`config.mk`:
```
export PLATFORM = sky130hd
export DESIGN_NAME = dsr_top
export DESIGN_NICKNAME = d
export VERILOG_FILES = /design/src/verilog/dsr_pkg.sv /design/src/verilog/dsr_top.sv
export VERILOG_INCLUDE_DIRS = /design/src /design/src/verilog
export SDC_FILE = /design/constraint.sdc
export NUM_CORES = 1
export LEC_CHECK = 0
export ABC_AREA = 1
export BUFFER_PORTS_ARGS = -buffer_cell sky130_fd_sc_hd__buf_4
export CAP_MARGIN = 10
export CELL_PAD_IN_SITES_DETAIL_PLACEMENT = 1
export CELL_PAD_IN_SITES_GLOBAL_PLACEMENT = 2
export CORE_MARGIN = 10
export CORE_UTILIZATION = 26
export DETAILED_ROUTE_END_ITERATION = 10
export PLACE_DENSITY = 0.94
export SYNTH_ARGS = -nofsm -noshare
export SYNTH_HDL_FRONTEND = slang
export SYNTH_SLANG_ARGS = --single-unit
```
`constraint.sdc`:
```
create_clock -name ref_clk_i -period 1.9 [get_ports ref_clk_i]
set_input_delay 0.38 -clock ref_clk_i [delete_from_list [all_inputs] [get_ports ref_clk_i]]
set_output_delay 0.38 -clock ref_clk_i [all_outputs]
set_load 0.1 [all_outputs]
```
`src/verilog/dsr_defs.svh`:
```
`ifndef DSR_DEFS_SVH
`define DSR_DEFS_SVH

// register offsets on the internal register port
`define DSR_ADDR_CFG        8'h08
`define DSR_ADDR_GPIO       8'h0E
`define DSR_ADDR_FAULT      8'h14
// field positions
`define DSR_BIT_STAG_DIS    3
`define DSR_BIT_P1_OUT      3
`define DSR_BIT_P1_IN       2
`define DSR_BIT_P0_OUT      1
`define DSR_BIT_P0_IN       0
// reset values
`define DSR_RST_CFG         8'h00
`define DSR_RST_GPIO_OUT    2'h3
// line fault codes
`define DSR_LF_SUPPLY       2'h0
`define DSR_LF_GROUND       2'h1
`define DSR_LF_NORMAL       2'h2
`define DSR_LF_OPEN         2'h3
// stagger taps, unit 0.25 ns: 0, 0.5, 1, 1.5 and 0.75 ns
`define DSR_TAP_G0          3'h0
`define DSR_TAP_G1          3'h2
`define DSR_TAP_G2          3'h4
`define DSR_TAP_G3          3'h6
`define DSR_TAP_CLK         3'h3
`define DSR_TAP_NONE        3'h0
// timing
`define DSR_CLK_PERIOD_NS   20
`define DSR_UART_BIT_NS     1000
`define DSR_I2C_BIT_NS      2500
`define DSR_UART_MIN_CYC    ((`DSR_UART_BIT_NS + `DSR_CLK_PERIOD_NS - 1) / `DSR_CLK_PERIOD_NS)
`define DSR_I2C_MIN_CYC     ((`DSR_I2C_BIT_NS + `DSR_CLK_PERIOD_NS - 1) / `DSR_CLK_PERIOD_NS)
`define DSR_CNT_W           8

`endif

```
`src/verilog/dsr_pkg.sv`:
```
package dsr_pkg;
  // power-up sequencing
  typedef enum logic [0:0] {
    DSR_ST_CAPTURE = 1'b0,
    DSR_ST_RUN     = 1'b1
  } dsr_state_t;

  // latched strap configuration
  typedef struct packed {
    logic local_ctrl_chan_enable;
    logic double_input_select;
    logic bus_width_select;
    logic sync_encoding_enable;
    logic error_correction_enable;
    logic output_edge_select;
  } dsr_strap_t;

  // line fault detector codes
  typedef struct packed {
    logic [1:0] neg_wire_fault_code;
    logic [1:0] pos_wire_fault_code;
  } dsr_fault_t;

  // stagger tap settings per output group
  typedef struct packed {
    logic [2:0] grp0;
    logic [2:0] grp1;
    logic [2:0] grp2;
    logic [2:0] grp3;
    logic [2:0] pclk;
  } dsr_taps_t;
endpackage : dsr_pkg

```
`src/verilog/dsr_top.sv`:
```
`timescale 1ns/1ps
`include "dsr_defs.svh"

// Contract
// - stagger groups delayed unless stagger disabled
// - stagger disable is cfg 0x08 bit 3
// - local control low disables control channel
// - straps captured once at power-up
// - straps choose input, width, sync encoding
// - receive strap enables error correction
// - transmit strap selects output valid edge
// - negative wire fault code at 0x14[3:2]
// - positive wire fault code at 0x14[1:0]
// - fault pin low while any fault
// - control rates within 1Mbps / 400kbps
// - GPIO out bits 3,1, inputs 2,0
module dsr_top
  import dsr_pkg::*;
(
  input  wire logic        ref_clk_i,
  input  wire logic        sys_rst_i,
  // strap / dual-purpose pins
  input  wire logic        local_ctrl_chan_enable_i,
  input  wire logic        pin0_i,
  input  wire logic        pin1_i,
  input  wire logic        mode_pin_i,
  input  wire logic        rx_pin_i,
  input  wire logic        tx_pin_i,
  input  wire logic        i2c_mode_i,
  // internal register port from the control channel
  input  wire logic        reg_wr_i,
  input  wire logic [7:0]  reg_addr_i,
  input  wire logic [7:0]  reg_wdata_i,
  output logic      [7:0]  reg_rdata_o,
  // parallel data path
  input  wire logic [24:0] dout_i,
  output logic      [24:0] dout_o,
  output dsr_taps_t        stagger_taps_o,
  // configuration results
  output dsr_strap_t       strap_cfg_o,
  output logic             ctrl_chan_active_o,
  output logic             base_bypass_select_o,
  output logic             cc_rate_err_o,
  // open-drain GPIO, enable low while driving low
  output logic             pin0_out_level_o,
  output logic             pin0_oe_n_o,
  output logic             pin1_out_level_o,
  output logic             pin1_oe_n_o,
  // events
  input  wire logic        general_event_input_i,
  output logic             general_event_output_o,
  // line fault detector
  input  dsr_fault_t       fault_det_i,
  output logic             line_fault_n_o
);

  localparam int MIN_UART = `DSR_UART_MIN_CYC;
  localparam int MIN_I2C  = `DSR_I2C_MIN_CYC;

  dsr_state_t             state_q, state_d;
  dsr_strap_t             strap_q, strap_d;
  logic                   stag_dis_q, stag_dis_d;
  logic [1:0]             gout_q, gout_d;
  logic [1:0]             gin_q, gin_d;
  dsr_fault_t             fault_q, fault_d;
  logic                   lf_n_q, lf_n_d;
  logic [24:0]            dout_q, dout_d;
  dsr_taps_t              taps_q, taps_d;
  logic                   evt_q, evt_d;
  logic                   rx_q, rx_d;
  logic [`DSR_CNT_W-1:0]  gap_q, gap_d;
  logic                   rerr_q, rerr_d;
  logic [7:0]             rdata_q, rdata_d;
  logic                   wr_ok;

  // straps sampled on the first clock after reset release, then frozen
  always_comb begin
    state_d = state_q;
    strap_d = strap_q;
    unique case (state_q)
      DSR_ST_CAPTURE: begin
        strap_d.local_ctrl_chan_enable  = local_ctrl_chan_enable_i;
        strap_d.double_input_select     = pin0_i;
        strap_d.bus_width_select        = pin1_i;
        strap_d.sync_encoding_enable    = mode_pin_i;
        strap_d.error_correction_enable = rx_pin_i;
        strap_d.output_edge_select      = tx_pin_i;
        state_d = DSR_ST_RUN;
      end
      DSR_ST_RUN: begin
        state_d = DSR_ST_RUN; // later pin changes are ignored
      end
    endcase
  end

  // writes only arrive through the local channel, so strap mode blocks them
  assign wr_ok = reg_wr_i && (state_q == DSR_ST_RUN) && strap_q.local_ctrl_chan_enable;

  // register file next state
  always_comb begin
    stag_dis_d = stag_dis_q;
    gout_d     = gout_q;
    if (wr_ok && reg_addr_i == `DSR_ADDR_CFG) begin
      stag_dis_d = reg_wdata_i[`DSR_BIT_STAG_DIS];
    end
    if (wr_ok && reg_addr_i == `DSR_ADDR_GPIO) begin
      gout_d = {reg_wdata_i[`DSR_BIT_P1_OUT], reg_wdata_i[`DSR_BIT_P0_OUT]};
    end
    // fault register takes no write: nothing decodes that address here
    gin_d   = {pin1_i, pin0_i}; // input buffers always enabled
    fault_d = fault_det_i;      // live detector state
    lf_n_d  = (fault_det_i.neg_wire_fault_code == `DSR_LF_NORMAL) &&
              (fault_det_i.pos_wire_fault_code == `DSR_LF_NORMAL);
    rdata_d = 8'h00;
    unique case (reg_addr_i)
      `DSR_ADDR_CFG:   rdata_d[`DSR_BIT_STAG_DIS] = stag_dis_q;
      `DSR_ADDR_GPIO:  rdata_d[3:0] = {gout_q[1], gin_q[1], gout_q[0], gin_q[0]};
      `DSR_ADDR_FAULT: rdata_d[3:0] = {fault_q.neg_wire_fault_code,
                                       fault_q.pos_wire_fault_code};
      default:         rdata_d = 8'h00; // unmapped reads as zero
    endcase
  end

  // data path and stagger tap selection
  always_comb begin
    dout_d = dout_i;
    if (stag_dis_q) begin
      taps_d = '{`DSR_TAP_NONE, `DSR_TAP_NONE, `DSR_TAP_NONE, `DSR_TAP_NONE,
                 `DSR_TAP_NONE};
    end else begin
      taps_d = '{`DSR_TAP_G0, `DSR_TAP_G1, `DSR_TAP_G2, `DSR_TAP_G3, `DSR_TAP_CLK};
    end
  end

  // control channel rate monitor: transitions one bit time or less apart flag
  always_comb begin
    rx_d   = rx_pin_i;
    gap_d  = gap_q;
    rerr_d = rerr_q;
    evt_d  = general_event_input_i; // one cycle, far below 0.35 ms
    if (strap_q.local_ctrl_chan_enable && state_q == DSR_ST_RUN) begin
      if (rx_q != rx_pin_i) begin
        if (int'(gap_q) < (i2c_mode_i ? MIN_I2C : MIN_UART)) begin
          rerr_d = 1'b1; // sticky, host exceeded the supported rate
        end
        gap_d = '0;
      end else if (gap_q != {`DSR_CNT_W{1'b1}}) begin
        gap_d = gap_q + 1'b1;
      end
    end
  end

  always_ff @(posedge ref_clk_i) begin
    if (sys_rst_i) begin
      state_q    <= DSR_ST_CAPTURE;
      strap_q    <= '0;
      stag_dis_q <= 1'b0; // staggering on by default
      gout_q     <= `DSR_RST_GPIO_OUT;
      gin_q      <= 2'h0;
      fault_q    <= '{`DSR_LF_NORMAL, `DSR_LF_NORMAL};
      lf_n_q     <= 1'b1;
      dout_q     <= '0;
      taps_q     <= '0;
      evt_q      <= 1'b0;
      rx_q       <= 1'b1;
      gap_q      <= {`DSR_CNT_W{1'b1}};
      rerr_q     <= 1'b0;
      rdata_q    <= 8'h00;
    end else begin
      state_q    <= state_d;
      strap_q    <= strap_d;
      stag_dis_q <= stag_dis_d;
      gout_q     <= gout_d;
      gin_q      <= gin_d;
      fault_q    <= fault_d;
      lf_n_q     <= lf_n_d;
      dout_q     <= dout_d;
      taps_q     <= taps_d;
      evt_q      <= evt_d;
      rx_q       <= rx_d;
      gap_q      <= gap_d;
      rerr_q     <= rerr_d;
      rdata_q    <= rdata_d;
    end
  end

  // outputs; strap mode never drives the GPIO pins
  assign reg_rdata_o            = rdata_q;
  assign dout_o                 = dout_q;
  assign stagger_taps_o         = taps_q;
  assign strap_cfg_o            = strap_q;
  assign ctrl_chan_active_o     = strap_q.local_ctrl_chan_enable && (state_q == DSR_ST_RUN);
  assign base_bypass_select_o   = ctrl_chan_active_o & mode_pin_i;
  assign cc_rate_err_o          = rerr_q;
  assign pin0_out_level_o       = 1'b0;
  assign pin1_out_level_o       = 1'b0;
  assign pin0_oe_n_o            = ~(ctrl_chan_active_o & ~gout_q[0]);
  assign pin1_oe_n_o            = ~(ctrl_chan_active_o & ~gout_q[1]);
  assign general_event_output_o = evt_q;
  assign line_fault_n_o         = lf_n_q; // unfiltered, glitches reach the pin
endmodule : dsr_top

```
# [After elaboration in Yosys (flattened, before gate mapping)]
# Cells that the tools add are included.
[classes] n_lt_le_gt_ge=1 eq_ne=7 n_mux=7 mul=0 n_shift=0 n_div=0 reduce_logical=9 bitwise_logic=7 add_sub_neg=1
[ops] operator="8-bit by 4-bit == test with 1-bit output (second input constant)" count=2
[ops] operator="8-bit 2-to-1 mux" count=2
[ops] operator="11-bit 2-to-1 mux" count=1
[ops] operator="8-bit by 1-bit adder with 8-bit output (second input constant)" count=1
[ops] operator="8-bit by 5-bit == test with 1-bit output (second input constant)" count=1
[ops] operator="8-bit by 7-bit < comparator with 1-bit output" count=1
[ops] operator="8-bit inequality test (second input constant)" count=1
[ops] operator="7-bit 2-to-1 mux" count=1
[ops] operator="1-bit logical AND" count=6
[ops] operator="3-bit case mux with 2 select lines" count=1
[ops] operator="2-bit == test (second input constant)" count=2
[ops] operator="1-bit inverter" count=4
[ops] operator="1-bit bitwise AND" count=3
[ops] operator="1-bit case mux with 3 select lines" count=1
[ops] operator="3-bit AND reduction" count=1
[ops] operator="2-bit AND reduction" count=1
[ops] operator="2-bit nonzero test" count=1
[ops] operator="1-bit 2-to-1 mux" count=1
[ops] operator="1-bit inequality test" count=1
[word_totals] inputBits=56 ramBits=0 rom_bits=0 ff_bits=76 word_cells=57 latch_bits=0 mem_count=0 out_inout_bits=63

# [Depth between registers and ports, before layout]
[depth] depth_word=3 ltp_mapped=9 ltp_nobuf=9

# [Worst setup path before layout]
# OpenSTA, ideal clock, no wires.
[synth_path] kind="register -> output" start="reg strap_q (netlist bit strap_cfg_o[5])" end="out base_bypass_select_o" setup_slack_ps=-997 path_buffers=0 t_required_ps=1520 arrival_ps=2517 path_stages_with_launch=3 path_cell_list="dfxtp_1 -> nand2_1 -> nor2_1"
[synth_via] elab_chain_len=2
[synth_lines] item="from (decl)" line="dsr_top.sv:61" source="dsr_strap_t strap_q, strap_d;"
[synth_lines] item="from (signal assigned)" line="dsr_top.sv:171" source="strap_q <= strap_d;"
[synth_lines] item="1-bit logical AND" line="dsr_top.sv:192" source="assign ctrl_chan_active_o = strap_q.local_ctrl_chan_enable && (state_q == DSR_ST_RUN);"
[synth_lines] item="1-bit bitwise AND" line="dsr_top.sv:193" source="assign base_bypass_select_o = ctrl_chan_active_o & mode_pin_i;"
[synth_lines] item="to (decl)" line="dsr_top.sv:42" source="output logic base_bypass_select_o,"
# No other way between the ends.

# [Final worst setup path]
[layout_path] start="reg state_q" end="out pin0_oe_n_o"
[layout_via] elab_chain_len=3
[layout_lines] item="from (decl)" line="dsr_top.sv:60" source="dsr_state_t state_q, state_d;"
[layout_lines] item="from (signal assigned)" line="dsr_top.sv:170" source="state_q <= state_d;"
[layout_lines] item="1-bit logical AND" line="dsr_top.sv:192"
[layout_lines] item="1-bit bitwise AND" line="dsr_top.sv:197" source="assign pin0_oe_n_o = ~(ctrl_chan_active_o & ~gout_q[0]);"
[layout_lines] item="1-bit inverter" line="dsr_top.sv:197"
[layout_lines] item="to (decl)" line="dsr_top.sv:46" source="output logic pin0_oe_n_o,"
# No other way between the ends.

==> flow_summary.yaml <==
global_route:
  use_met3_pct: 4.651
  busiest_layer: "met2"
  track_usage_pct: 10.68
  use_met1_pct: 11.12
  grt_pass1_wl_um: 11160
  grt_use_met2_pct: 18.38
  grt_overflow: 0
  antenna_found_initial: 0
  grt_pass1_vias: 2264
  grt_max_degree: 44
hold_path:
  hold_depth: 3
  worstHoldPathType: "in -> reg"
  min-delay-start: "dout_i[10]"
  min_to: "dout_o[10]"
critical_path:
  worstSetupPathType: "reg -> out"
  r2r_setup_slack_ps: 430
  cp.arrival_ps: 1380
  rr_startpoint: "gap_q[1]"
  r2r-end: "gap_q[3]"
  critPathLaunchType: "register"
  cp.required_ps: 1520
  slowest_stage: "dfxtp_1"
  reg2regPathDepth: 8
  end_kind: "primary output"
  slowest_delay_ps: 360
  cp_max_fo: 6
  crit_chain: "nand2_2 -> or2_2 -> buf_4"
flow_run:
  max-cap-violations: 0
clocking:
  clk_pin_slew_ps: 70
  cts_tree: "built"
  cts-buffers-inserted: 9
  postCtsSetupBuffers: 0
  hold_buffers: 0
  clock_sinks: 58
  clock-root-buffer: "clkbuf_8"
  max-clock-path-buffers: 2
  htree_levels: 3
  post_cts_resized: 0
  clock_latency_ps: 330
floorplanning:
  pin_count: 119
  die_area_sq_mm: 0.01339
  initial_utilization_pct: 27.04
  die_w_um: 115.7
  die_h_um: 115.7
  rows: 34
  core_area_sq_mm: 0.008806
sta:
  fmax_mhz: 567.7
  skew_ps: 7.982
  hold_viol: 0
  drv_slew: 0
  finalSetupTns_ps: 0
  setup_violations: 0
  rsz0062_at_grt: "no"
  timing.final.crit_share_pct: 92.72
  min_period_ps: 1762
placed_design:
  numPlacedInstances: 492
  port_buffers: 97
  routabilityCongestion: 0.7717
  place_area_sq_mm: 0.003147
  hpwlAfterDp_um: 5866
logic_synthesis:
  synth_seq_cells: 58
  syn_inst: 297
  synth_area_leader_cell: "dfxtp_1"
  synthDistinctLibCells: 34
  synthArstFlopShare_pct: 0
  synth_top_area_share_pct: 48.77
  synthTopCellsByCount: "dfxtp_1 (58), inv_1 (51), nor2_1 (45)"
  synth-main-ff-cell: "dfxtp_1"
  syn-cell-area_sq_mm: 0.002381
  synth_edf_count: 0
  synth.area.top_cells: "dfxtp_1 (49%), inv_1 (8.0%), nor2_1 (7.1%)"
  synth_warnings: 0
  yosysMostFrequentCell: "dfxtp_1"
  syn_avg_cell_area_sq_um: 8.017
  seq_area_frac_synth_pct: 48.77
route:
  drcViolationCount: 0
  ant_nets: 0
  routed_wl_um: 7173
  via_count: 2082
  via_per_inst: 4.098
  first_iter_violations: 46
  wl_per_cell_um: 14.12
  firstDrtPassIters: 4
pwr:
  p_leak_nw: 1.765
  total_power_mw: 3.306
  irDropWorstVdd_uv: 399.0
  p_per_area_mw_per_mm2: 986.0
layout:
  nets: 456
  drive_gt1_share_pct: 34.25
  fin_cells: 508
  areaGrowthSynthToFinish_pct: 40.83
  diodes: 0
  finalInstanceArea_sq_mm: 0.003353
run_status:
  status: "finished, final reports clean"
==> sequential cells by signal, indices dropped and copies added (netlist names) <==
signal and flops:
fault_q 4, reg_rdata_o 4, gin_q 2, general_event_output_o 1, stag_dis_q 1, line_fault_n_o 1, stagger_taps_o 1, gout_q 2
state_q 1, dout_o 25, gap_q 8, strap_cfg_o 6, rx_q 1, cc_rate_err_o 1
==> cell usage in the layout, fill, tap and decap left out, types with 3 or more instances in the layout <==
cell,synthesis,final
a21oi_1,12,12
a21oi_2,3,3
buf_4,20,99
clkbuf_8,0,10
clkinvlp_4,0,3
conb_1,1,15
dfxtp_1,58,57
ha_1,5,5
inv_1,51,51
nand2_1,43,42
nand3_1,17,17
nand3b_1,3,3
nor2_1,45,44
o21ai_0,5,5
o21ai_1,3,3
or2_2,4,4
==> area by class of cell <==
class                   count  area, sq um
flip-flops and latches     58         1162
inverters                  54        205.2
repair buffers             99        743.2
multi-input cells         173        903.4
clock inverters             6        66.31
clock buffers              10        137.6
fillers                  1103         5453
well taps                 108        135.1
==> through the flow <==
| step | hold slack [ps] | setup slack, ps | util [%] |
|---|---|---|---|
| floorplan | 413.3 | 69.53 | - |
| global placement | 430.5 | 371.3 | 35.73 |
| detailed placement | 441.6 | 372.8 | 35.73 |
| CTS | 229.8 | 6.325 | 38.05 |
| global route | 233.0 | 59.52 | 38.08 |
| finish | 242.2 | 138.4 | 38.08 |
==> worst max-delay path: cells and delay by family, from the launching register on <==
family        cells  cell delay (ps)
buf+inv           1              230
flops             1              360
simple gates      2              460
==> cells by family after synthesis <==
logic type | Yosys count | synth area share, %
flip-flops | 58 | 48.76
AO/OA/AOI/OAI | 26 | 6.464
XOR/XNOR | 4 | 2.260
adder cells (fa/ha/maj) | 5 | 2.627
other | 1 | 0.1575
AND/OR/NAND/NOR | 123 | 23.80
buffers and inverters | 80 | 15.92
==> metal layers <==
metal	wire length (um)	part of all wire [%]
met1	2757	38
met2	3579	50
met3	719	10
met4	116	1.6
met5	0	0
==> power breakdown <==
group	total [mW]	internal, mW	switching (mW)
Clock	1.16	0.640	0.515
Combinational	0.847	0.197	0.650
Sequential	1.30	1.27	0.0303
==> how the worst max path moves through the flow <==
stage	endpoint	slack [ps]	from	cells past startpoint
2_1_floorplan	gap_q[5]	70	strap_cfg_o[5]	7
3_3_place_gp	pin0_oe_n_o	370	state_q	3
3_5_place_dp	pin0_oe_n_o	370	state_q	3
4_1_cts	pin0_oe_n_o	6	state_q	3
5_1_grt	pin0_oe_n_o	60	state_q	3
6_report	pin0_oe_n_o	140	state_q	3
Note: power is estimated with default switching activity, not from simulation.
